--- src/disk_cs2_cfg.svh ---
// Constants for the controller status two low bit bank
`ifndef DISK_CS2_CFG_SVH
`define DISK_CS2_CFG_SVH

// Register width and field positions
`define CS2_WIDTH          16
`define CS2_MISSING_MEM    11
`define CS2_PROGRAM_ERR    10
`define CS2_MISSED_XFER    9
`define CS2_DRIVE_PARITY   8
`define CS2_OUT_READY      7
`define CS2_IN_READY       6
`define CS2_CTRL_CLEAR     5
`define CS2_PARITY_TEST    4
`define CS2_ADDR_INHIBIT   3
`define CS2_UNIT_MSB       2
`define CS2_UNIT_LSB       0
`define CS2_UNIT_W         3

// Reset values
`define CS2_UNIT_RST       3'h0
`define CS2_ADDR_RST       16'h0000
`define CS2_RD_RST         16'h0040

// Timing
`define MCLK_MHZ           10
`define MEM_TIMEOUT_US     10
`define MEM_TIMEOUT_CYC    (`MEM_TIMEOUT_US * `MCLK_MHZ)
`define WAIT_CNT_W         8
`define ADDR_STEP          16'h0002

`endif

--- src/disk_cs2_pkg.sv ---
// Types for the controller status two low bit bank
`default_nettype none
`include "disk_cs2_cfg.svh"

package disk_cs2_pkg;

    // Transfer events reported by the data path
    typedef struct packed {
        logic header_miss;
        logic sector_miss;
        logic buffer_stuck;
    } xfer_evt_t;

    // Complete state of the bank
    typedef struct packed {
        logic                      missing_memory_flag;
        logic                      program_error_flag;
        logic                      missed_transfer_flag;
        logic                      transfer_error_summary;
        logic                      parity_test_bit;
        logic                      address_increment_inhibit;
        logic [`CS2_UNIT_W-1:0]    unit_select;
        logic                      drive_clear;
        logic [`WAIT_CNT_W-1:0]    wait_cnt;
        logic [`CS2_WIDTH-1:0]     bus_address;
        logic [`CS2_WIDTH-1:0]     rd_data;
    } cs2_state_t;

endpackage
`default_nettype wire

--- src/disk_cs2_bank.sv ---
// Low twelve bits of controller status two with bus address register
`timescale 1ns/10ps
`default_nettype none
`include "disk_cs2_cfg.svh"

module disk_cs2_bank #(
    parameter int TIMEOUT_CYC = `MEM_TIMEOUT_CYC
) (
    input  wire logic                         mclk,
    input  wire logic                         sys_rst,
    input  wire logic                         bus_init,
    input  wire logic                         error_clear,
    input  wire logic                         go_load,
    input  wire logic                         xfer_busy,
    input  wire logic                         wr_en,
    input  wire logic [`CS2_WIDTH-1:0]        wr_data,
    input  wire logic                         msyn,
    input  wire logic                         ssyn,
    input  wire logic                         word_done,
    input  wire logic                         addr_load,
    input  wire logic [`CS2_WIDTH-1:0]        addr_data,
    input  wire logic                         buffer_full,
    input  wire disk_cs2_pkg::xfer_evt_t      xfer_evt,
    output logic [`CS2_WIDTH-1:0]             rd_data,
    output logic [`CS2_WIDTH-1:0]             bus_address,
    output logic [`CS2_UNIT_W-1:0]            unit_select,
    output logic                              drive_clear,
    output logic                              missing_memory_flag,
    output logic                              program_error_flag,
    output logic                              missed_transfer_flag,
    output logic                              transfer_error_summary
);
    import disk_cs2_pkg::*;

    // ****************************************************************
    // Parameter check
    // ****************************************************************
    localparam logic [`WAIT_CNT_W-1:0] LIMIT = TIMEOUT_CYC[`WAIT_CNT_W-1:0];
    localparam logic [`WAIT_CNT_W-1:0] LAST  = LIMIT - 8'h01;

    // The watchdog counter is eight bits wide and needs two states at least
    if (TIMEOUT_CYC < 2 || TIMEOUT_CYC > 255) begin : g_bad_timeout
        $error("TIMEOUT_CYC must lie in 2..255");
    end

    // ****************************************************************
    // Decode helpers
    // ****************************************************************
    function automatic logic [`CS2_WIDTH-1:0] pack_read(
        input cs2_state_t s,
        input logic       out_ready
    );
        logic [`CS2_WIDTH-1:0] v;
        v = '0;
        v[`CS2_MISSING_MEM]  = s.missing_memory_flag;
        v[`CS2_PROGRAM_ERR]  = s.program_error_flag;
        v[`CS2_MISSED_XFER]  = s.missed_transfer_flag;
        v[`CS2_DRIVE_PARITY] = 1'b0;
        v[`CS2_OUT_READY]    = out_ready;
        v[`CS2_IN_READY]     = 1'b1;
        v[`CS2_CTRL_CLEAR]   = 1'b0;
        v[`CS2_PARITY_TEST]  = s.parity_test_bit;
        v[`CS2_ADDR_INHIBIT] = s.address_increment_inhibit;
        v[`CS2_UNIT_MSB:`CS2_UNIT_LSB] = s.unit_select;
        return v;
    endfunction

    // ****************************************************************
    // State
    // ****************************************************************
    cs2_state_t state_r;
    cs2_state_t state_nxt;

    logic waiting;
    logic timeout_evt;
    logic ctl_clear;
    logic init_any;
    logic missed_evt;
    logic busy_start;
    logic address_increment_inhibit_q;

    assign waiting     = xfer_busy && msyn && !ssyn;
    assign timeout_evt = waiting && (state_r.wait_cnt == LAST);
    assign ctl_clear   = wr_en && wr_data[`CS2_CTRL_CLEAR];
    assign init_any    = bus_init || ctl_clear;
    assign missed_evt  = xfer_evt.header_miss || xfer_evt.sector_miss ||
                         xfer_evt.buffer_stuck;
    assign busy_start  = go_load && xfer_busy;
    assign address_increment_inhibit_q = state_r.address_increment_inhibit;

    // ****************************************************************
    // Next state
    // ****************************************************************
    always_comb begin
        state_nxt = state_r;

        // Memory answer watchdog; holds at limit until sync drops
        if (waiting) begin
            if (state_r.wait_cnt != LIMIT) begin
                state_nxt.wait_cnt = state_r.wait_cnt + 8'h01;
            end
        end else begin
            state_nxt.wait_cnt = '0;
        end

        // Error flags: every set wins over a clear in the same cycle
        if (init_any || error_clear || go_load) begin
            state_nxt.missing_memory_flag  = 1'b0;
            state_nxt.missed_transfer_flag = 1'b0;
        end
        if (init_any || error_clear) begin
            state_nxt.program_error_flag = 1'b0;
        end
        if (timeout_evt) begin
            state_nxt.missing_memory_flag = 1'b1;
        end
        if (busy_start) begin
            state_nxt.program_error_flag = 1'b1;
        end
        if (missed_evt) begin
            state_nxt.missed_transfer_flag = 1'b1;
        end
        state_nxt.transfer_error_summary = state_nxt.missing_memory_flag |
                                           state_nxt.program_error_flag |
                                           state_nxt.missed_transfer_flag;

        // Writable fields
        if (wr_en) begin
            state_nxt.parity_test_bit = wr_data[`CS2_PARITY_TEST];
            state_nxt.unit_select =
                wr_data[`CS2_UNIT_MSB:`CS2_UNIT_LSB];
            if (!xfer_busy) begin
                state_nxt.address_increment_inhibit =
                    wr_data[`CS2_ADDR_INHIBIT];
            end
        end
        if (init_any) begin
            state_nxt.parity_test_bit           = 1'b0;
            state_nxt.address_increment_inhibit = 1'b0;
            state_nxt.unit_select               = `CS2_UNIT_RST;
        end

        // Controller clear reaches every drive as a one cycle pulse
        state_nxt.drive_clear = ctl_clear;

        // Bus address register
        if (addr_load) begin
            state_nxt.bus_address = addr_data;
        end else if (timeout_evt) begin
            state_nxt.bus_address = state_r.bus_address + `ADDR_STEP;
        end else if (word_done && !state_r.address_increment_inhibit) begin
            state_nxt.bus_address = state_r.bus_address + `ADDR_STEP;
        end

        state_nxt.rd_data = pack_read(state_nxt, buffer_full);
    end

    always_ff @(posedge mclk) begin
        if (sys_rst) begin
            state_r <= '{
                missing_memory_flag:       1'b0,
                program_error_flag:        1'b0,
                missed_transfer_flag:      1'b0,
                transfer_error_summary:    1'b0,
                parity_test_bit:           1'b0,
                address_increment_inhibit: 1'b0,
                unit_select:               `CS2_UNIT_RST,
                drive_clear:               1'b0,
                wait_cnt:                  '0,
                bus_address:               `CS2_ADDR_RST,
                rd_data:                   `CS2_RD_RST
            };
        end else begin
            state_r <= state_nxt;
        end
    end

    // ****************************************************************
    // Outputs
    // ****************************************************************
    assign rd_data                = state_r.rd_data;
    assign bus_address            = state_r.bus_address;
    assign unit_select            = state_r.unit_select;
    assign drive_clear            = state_r.drive_clear;
    assign missing_memory_flag    = state_r.missing_memory_flag;
    assign program_error_flag     = state_r.program_error_flag;
    assign missed_transfer_flag   = state_r.missed_transfer_flag;
    assign transfer_error_summary = state_r.transfer_error_summary;
endmodule
`default_nettype wire

--- config.mk ---
export PLATFORM = sky130hd
export DESIGN_NAME = disk_cs2_bank
export DESIGN_NICKNAME = d
export VERILOG_FILES = /design/src/disk_cs2_pkg.sv /design/src/disk_cs2_bank.sv
export VERILOG_INCLUDE_DIRS = /design/src
export SDC_FILE = /design/constraint.sdc
export NUM_CORES = 1
export LEC_CHECK = 0
export BUFFER_PORTS_ARGS = -buffer_cell sky130_fd_sc_hd__buf_4
export CORE_MARGIN = 5
export CORE_UTILIZATION = 45
export CTS_CLUSTER_SIZE = 14
export DETAILED_ROUTE_END_ITERATION = 6
export PLACE_DENSITY = 0.77
export SYNTH_ARGS = -nofsm -noshare
export SYNTH_HDL_FRONTEND = slang
export SYNTH_SLANG_ARGS = --single-unit
export TNS_END_PERCENT = 30
--- constraint.sdc ---
create_clock -name mclk -period 3.8 [get_ports mclk]
set_input_delay 0.19 -clock mclk [delete_from_list [all_inputs] [get_ports mclk]]
set_output_delay 0.19 -clock mclk [all_outputs]
set_load 0.005 [all_outputs]
==> results of run 1 <==
-- through the flow --
step / setup slack (ps) / instance area, µm² / total power, mW
after floorplan: 1980 / 2000 / 0.479
after global placement: 1720 / 2280 / 0.519
after detailed placement: 1700 / 2280 / 0.521
after CTS: 1670 / 2350 / 0.767
after global routing: 1520 / 2350 / 0.795
final: 1680 / 2350 / 0.756
-- cell usage after synthesis (2+ instances only) --
library cell	number	share of area, %
nand2_1	19	3.6
ha_1	3	1.9
mux2i_1	8	4.0
o2111ai_1	2	0.88
xnor2_1	3	1.3
buf_1	2	0.38
a211oi_1	5	1.9
nand2b_1	2	0.63
or4_1	4	1.5
xor2_1	6	2.6
nor2_1	30	5.7
a31oi_1	4	1.3
a21oi_1	12	3.0
nor3_1	4	1.0
nand4_1	4	1.3
conb_1	2	0.38
clkbuf_1	6	1.1
o211ai_1	4	1.5
or3_1	2	0.63
nand3_1	8	2.0
o21ai_0	6	1.5
o311ai_0	2	0.88
dfxtp_1	35	35
buf_4	36	14
nor2b_1	5	1.6
a22o_1	3	1.3
inv_1	5	0.95
-- layer usage --
metal	part of all wire [%]	up-vias	global-route usage [%]
li1	-	867	-
met4	0.57	0	4.72
met1	43	770	16.6
met5	0	-	0
met2	47	66	24.3
met3	9.1	2	7.09
-- cell type report --
class	count	area, µm²
fillers	427	1980
multi-input cells	160	973
flip-flops and latches	35	701
repair buffers	69	518
clock buffers	6	72.6
well taps	52	65.1
inverters	5	18.8
-- state kept, by name, summed over array words and instances (netlist names) --
signal / cells
bus_address: 16
drive_clear: 1
missing_memory_flag: 1
rd_data: 6
state_r: 8
transfer_error_summary: 1
unit_select: 2
-- power groups by stage --
stage          Combinational [mW]  Clock (mW)  Sequential, mW
2_1_floorplan              0.0760           0           0.403
3_3_place_gp                0.112           0           0.407
3_5_place_dp                0.113           0           0.408
4_1_cts                     0.114       0.254           0.399
5_1_grt                     0.125       0.268           0.402
6_report                    0.112       0.244           0.400
-- final timing paths --
check,start,to,slack (ps)
worst min-delay path,buffer_full,rd_data[7]$_SDFF_PP0_,120
worst max register to register,state_r[32]$_SDFFE_PP0P_,bus_address[15]$_SDFFE_PP0P_,1680
worst max-delay path,state_r[32]$_SDFFE_PP0P_,bus_address[15]$_SDFFE_PP0P_,1680
worst min register to register,bus_address[0]$_SDFFE_PP0P_,bus_address[0]$_SDFFE_PP0P_,500
-- logic make-up (layout without fill, tap and decap cells) --
logic type	after synthesis	after routing	share of synthesized area (%)
muxes	8	8	4.03
buffers and inverters	50	80	16.6
xor gates and xnor gates	9	9	3.97
AOI/OAI and AO/OA	44	44	14.9
and+or+nand+nor	89	89	22.9
other	2	7	0.378
DFF	35	35	35.3
adders and majority gates	3	3	1.89
==> run_results.csv, run 1 <==
group,metric,value,unit
sta,skew,4.46,ps
clock_tree,insertion_delay,280,ps
critical_path,startpoint_type,"flip-flop",
sta,layout_min_cycle_time,2120,ps
pwr,p_sw_share,24.7,%
placement,dp.cells,321,
synthesis,synthCells,240,
pwr,p_seq_share,52.9,%
die,die-area,5840,µm²
routing,vias_per_cell,5.21,
outcome,status,"completed",
sta,finalSetupViolations,0,
critical_path,worst-path-stages,6,
routing,wirelength,4350,µm
clock_tree,cts_tree,"done",
grt,overflow,0,
critical_path,critPathTopFamily,"simple AND/OR/NAND/NOR gates",
worst_hold_path,hold_path_class,"input pin to flip-flop",
die,row_count,24,
critical_path,critPathBufInv,0,
finish,layout_common_cells,"69 x buf_4, 35 x dfxtp_1, 30 x nor2_1",
critical_path,critical-path-max-stage-delay,490,ps
clock_tree,path_clk_slew,70,ps
clock_tree,clock_path_buffers,2,
clock_tree,numCtsBuffers,5,
placement,dp_hpwl,3240,µm
routing,wl_per_cell,13.3,µm
synthesis,async_reset_ff_share,0,%
finish,fin_cells,327,
pwr,netSwitchingPower,187,µW
die,core,4320,µm²
sta,rsz0062_at_grt,"no",
critical_path,worstPathMaxFanout,9,
die,dieWidth,76.4,µm
clock_tree,clock_tree.root_cell,"clkbuf_8",
routing,drt-pass1-iter-count,4,
critical_path,cpMaxStageDelayCell,"or4_1",
pwr,static-leakage-power,0.993,nW
synthesis,ys_seq_area_share,35.3,%
pwr,irDropWorstVdd,0.222,mV
synthesis,syn_area,1990,µm²
clock_tree,htree_levels,2,
clock_tree,ctsResizeCount,0,
critical_path,required,4010,ps
pwr,power_density,322,nW/µm²
die,io_pins,87,
clock_tree,postCtsSetupRepairBufs,0,
critical_path,crit_type,"flip-flop to flip-flop",
finish,drive_gt1_share,28.7,%
routing,drc,0,
synthesis,synth-seq-cells,35,
placement,portBuffers,69,
clock_tree,cts_hold_repair.buffers,0,
die,die_y,76.4,µm
critical_path,crit_chain,"ha_1 > nor2b_1 > and4_1 > nor3_4 > or4_1 > a31oi_1",
clock_tree,cts.sinks,35,
critical_path,r2r_cells,6,
die,start_util,45.9,%
sta,min_period_over_period,55.8,%
sta,hold_viol,0,
worst_hold_path,hold_depth,2,
critical_path,cp-end-kind,"flip-flop",
grt,antenna_found_initial,0,
sta,fin_tns_setup,0,ps
finish,layout_commonest_cell,"buf_4",
synthesis,synth_ff_type,"dfxtp_1",
grt,grt_pass1_wl,7200,µm
job,maxCapViolCount,0,
sta,max_freq,471,MHz
finish,final_nets,326,
pwr,internal_power,569,µW
finish,fin_util,54.3,%
grt,track_usage,14.7,%
routing,drt_iter0_drc,93,
synthesis,avgSynthCellArea,8.27,µm²
synthesis,yosysWarnings,0,
finish,syn_to_final_growth,18.3,%
grt,grt_max_degree,32,
synthesis,synth_edf_count,0,
pwr,pwr-share-clk,32.3,%
finish,n_antenna_cell,0,
synthesis,ys_types,45,
sta,fin_hold_ws,122,ps
placement,place.gp.congestion,0.801,
sta,slew_headroom,58.3,%
critical_path,crit_arrival,2330,ps
routing,antenna_left,0,
sta,worstMarginPinSlew,625,ps
routing,num_vias,1705,
pwr,combPwrFrac,14.9,%
grt,grt_pass1_vias,1647,
sta,slew_violations,0,
(Power assumes the default switching activity.)
==> inputs of run 2 (changes only) <==
--- a/config.mk
+++ b/config.mk
@@ -6,12 +6,13 @@
 export SDC_FILE = /design/constraint.sdc
 export NUM_CORES = 1
 export LEC_CHECK = 0
+export ABC_AREA = 1
 export BUFFER_PORTS_ARGS = -buffer_cell sky130_fd_sc_hd__buf_4
 export CORE_MARGIN = 5
 export CORE_UTILIZATION = 45
 export CTS_CLUSTER_SIZE = 14
 export DETAILED_ROUTE_END_ITERATION = 6
-export PLACE_DENSITY = 0.77
+export PLACE_DENSITY = 0.75
 export SYNTH_ARGS = -nofsm -noshare
 export SYNTH_HDL_FRONTEND = slang
 export SYNTH_SLANG_ARGS = --single-unit
==> constraint.sdc (replaced) <==
create_clock -name mclk -period 2.1 [get_ports mclk]
set_input_delay 0.105 -clock mclk [delete_from_list [all_inputs] [get_ports mclk]]
set_output_delay 0.105 -clock mclk [all_outputs]
set_load 0.005 [all_outputs]
==> run 2 against run 1 <==
  * Count of clock-buffer cells in the layout rose by 2
  * Highest routed layer unchanged
  * Critical path depth did not move
  * Worst setup slack got worse by 1100 ps
  * Largest cell class unchanged
  * Power rose by 100%
  * First-iteration DRC count fell by 2.2%
  * Hold slack got worse by 97 ps
  * Largest power group unchanged
  * Via count rose by 17%
  * Sequential share of layout area fell by 2.5 points
  * Register-to-register slack got worse by 1100 ps
==> run_results.csv, run 2 <==
group,metric,value,unit
critical_path,crit_arrival,1660,ps
clock_tree,clock_path_buffers,2,
finish,fin_util,54.6,%
synthesis,yosysMostFrequentCell,"nand2_1",
pwr,static-leakage-power,1.20,nW
critical_path,rr_endpoint,"bus_address[5]$_SDFFE_PP0P_",
routing,num_vias,1990,
synthesis,synthCells,316,
sta,skew,4.78,ps
critical_path,cp-end-kind,"flip-flop",
job,maxCapViolCount,0,
finish,largest_register_ffs,16,
grt,grt_max_degree,22,
critical_path,cpMaxStageDelayCell,"dfxtp_1",
clock_tree,cts_tree,"done",
clock_tree,insertion_delay,280,ps
critical_path,worstSetupEndpoint,"bus_address[5]$_SDFFE_PP0P_",
synthesis,yosys-top-cells-count,"65 x nand2_1, 38 x buf_4, 35 x dfxtp_1, 33 x nor2_1, 32 x a21oi_1",
clock_tree,cts_hold_repair.buffers,0,
sta,finalSetupViolations,0,
sta,rsz0062_at_grt,"no",
synthesis,synth_top_family_by_area,"simple AND/OR/NAND/NOR gates",
critical_path,worstPathMaxFanout,7,
clock_tree,clock_tree.root_cell,"clkbuf_8",
finish,n_fill_cell,479,
outcome,status,"completed",
die,row_count,25,
synthesis,ys_types,33,
sta,fin_tns_setup,0,ps
finish,layout_common_cells,"69 x buf_4, 65 x nand2_1, 35 x dfxtp_1",
routing,wl_met3,290,µm
clock_tree,postCtsSetupRepairBufs,0,
worst_hold_path,hold_path_class,"input pin to flip-flop",
sta,hold_viol,0,
routing,wl_per_cell,11.5,µm
finish,drive_gt1_share,28.0,%
routing,drc,0,
finish,layout_commonest_cell,"buf_4",
finish,syn_to_final_growth,17.9,%
critical_path,critPathLaunch,"bus_address[1]$_SDFFE_PP0P_",
synthesis,synth_compound_gate_area_share,13.8,%
sta,min_period_over_period,70.8,%
grt,grt_pass1_vias,1810,
sta,slew_violations,0,
synthesis,syn_area,2170,µm²
grt,antenna_found_initial,0,
critical_path,startpoint_type,"flip-flop",
critical_path,critical-path-max-stage-delay,350,ps
routing,drt_iter0_drc,91,
routing,antenna_left,0,
clock_tree,cts.sinks,35,
finish,final_nets,406,
critical_path,critPathBufInv,1,
synthesis,synth_top_area_share,32.3,%
synthesis,avgSynthCellArea,6.87,µm²
critical_path,crit_chain,"ha_1 > nand3_1 > inv_1 > or2_2 > a22oi_1 > a21oi_1",
finish,n_antenna_cell,0,
pwr,irDropWorstVdd,0.346,mV
grt,overflow,0,
critical_path,worst-path-stages,6,
critical_path,critPathTopFamily,"simple AND/OR/NAND/NOR gates",
clock_tree,ctsResizeCount,0,
synthesis,yosysWarnings,0,
routing,wl_met2,2310,µm
routing,dr.max_layer_used,"met4",
routing,wirelength,4740,µm
synthesis,synth_ff_type,"dfxtp_1",
pwr,power_density,595,nW/µm²
die,start_util,46.3,%
synthesis,synth_area_leaders,"dfxtp_1 32%, buf_4 13%, nand2_1 11%, a21oi_1 7.4%, nand3_1 5.8%",
critical_path,r2r_cells,6,
synthesis,synthMuxAreaShare,0,%
die,dieWidth,79.5,µm
critical_path,crit_type,"flip-flop to flip-flop",
sta,layout_min_cycle_time,1490,ps
synthesis,synth_fa_ha_area_share,1.73,%
synthesis,synth_edf_count,0,
die,die_y,79.5,µm
placement,place.gp.congestion,0.796,
sta,max_freq,672,MHz
synthesis,synthXorXnorAreaFrac,0,%
clock_tree,path_clk_slew,70,ps
critical_path,required,2270,ps
clock_tree,htree_levels,2,
synthesis,synth-seq-cells,35,
synthesis,synth_top_area_cell,"dfxtp_1",
placement,dp_hpwl,3690,µm
routing,drt-pass1-iter-count,4,
routing,vias_per_cell,4.84,
routing,wl_met1,2080,µm
synthesis,ys_seq_area_share,32.3,%
critical_path,rrSetupSlack,610,ps
die,core,4690,µm²
grt,track_usage,15.5,%
clock_tree,numCtsBuffers,5,
grt,grt_pass1_wl,7890,µm
die,io_pins,87,
placement,portBuffers,69,
critical_path,r2r_start,"bus_address[1]$_SDFFE_PP0P_",
die,die-area,6320,µm²
synthesis,synthSimpleGateAreaFrac,31.9,%
synthesis,async_reset_ff_share,0,%
-- run 2: kinds of logic (layout without fill, tap and decap cells) --
logic type,count (synthesis),after routing
AO/OA/AOI/OAI,53,53
buffers and inverters,73,109
AND/OR/NAND/NOR,150,150
adder cells (fa/ha/maj),3,3
flip-flops,35,35
other,2,7
-- run 2: layout make-up --
type / instances / area, µm² / share of cell area, %
flip-flops and latches: 35 / 701 / 27.4
repair buffers: 69 / 518 / 20.2
multi-input cells: 213 / 1050 / 41.2
well taps: 54 / 67.6 / 2.64
clock buffers: 8 / 100 / 3.91
inverters: 32 / 120 / 4.69
-- run 2: metrics by stage --
step           cells  area, µm²  hold slack (ps)  power, mW  setup WS [ps]
2_1_floorplan    321       2190              212      0.926            757
3_3_place_gp     403       2460              307      0.998            652
3_5_place_dp     403       2460              318       1.00            626
4_1_cts          411       2560             19.1       1.54            614
5_1_grt          411       2560             18.1       1.60            473
6_report         411       2560             24.4       1.52            613
-- run 2: power breakdown --
part	total, mW	internal [mW]	switching [mW]
registers	0.733	0.697	0.0364
clock network	0.537	0.299	0.237
logic	0.254	0.135	0.119
total	1.52	1.13	0.393
-- run 2: worst min-delay path by stage --
stage / start / end / cells after the start
after floorplan: buffer_full / rd_data[7]$_SDFF_PP0_ / 2
after global routing: buffer_full / rd_data[7]$_SDFF_PP0_ / 3
final: buffer_full / rd_data[7]$_SDFF_PP0_ / 3
after CTS: buffer_full / rd_data[7]$_SDFF_PP0_ / 3
after detailed placement: buffer_full / rd_data[7]$_SDFF_PP0_ / 3
after global placement: buffer_full / rd_data[7]$_SDFF_PP0_ / 3
-- run 2: routing by layer --
metal  GRT usage, %  up-vias
met5              0        -
met4           4.81        0
met3           4.06        6
met2           26.7       44
met1           18.6      883
li1               -     1057
-- run 2: worst reg2reg max path: cells and delay by family, from the launching register on --
family | cells | cell delay (ps)
AND/OR/NAND/NOR | 2 | 420
flip-flops | 1 | 350
adder cells (fa/ha/maj) | 1 | 240
AO/OA/AOI/OAI | 2 | 230
buffers and inverters | 1 | 130
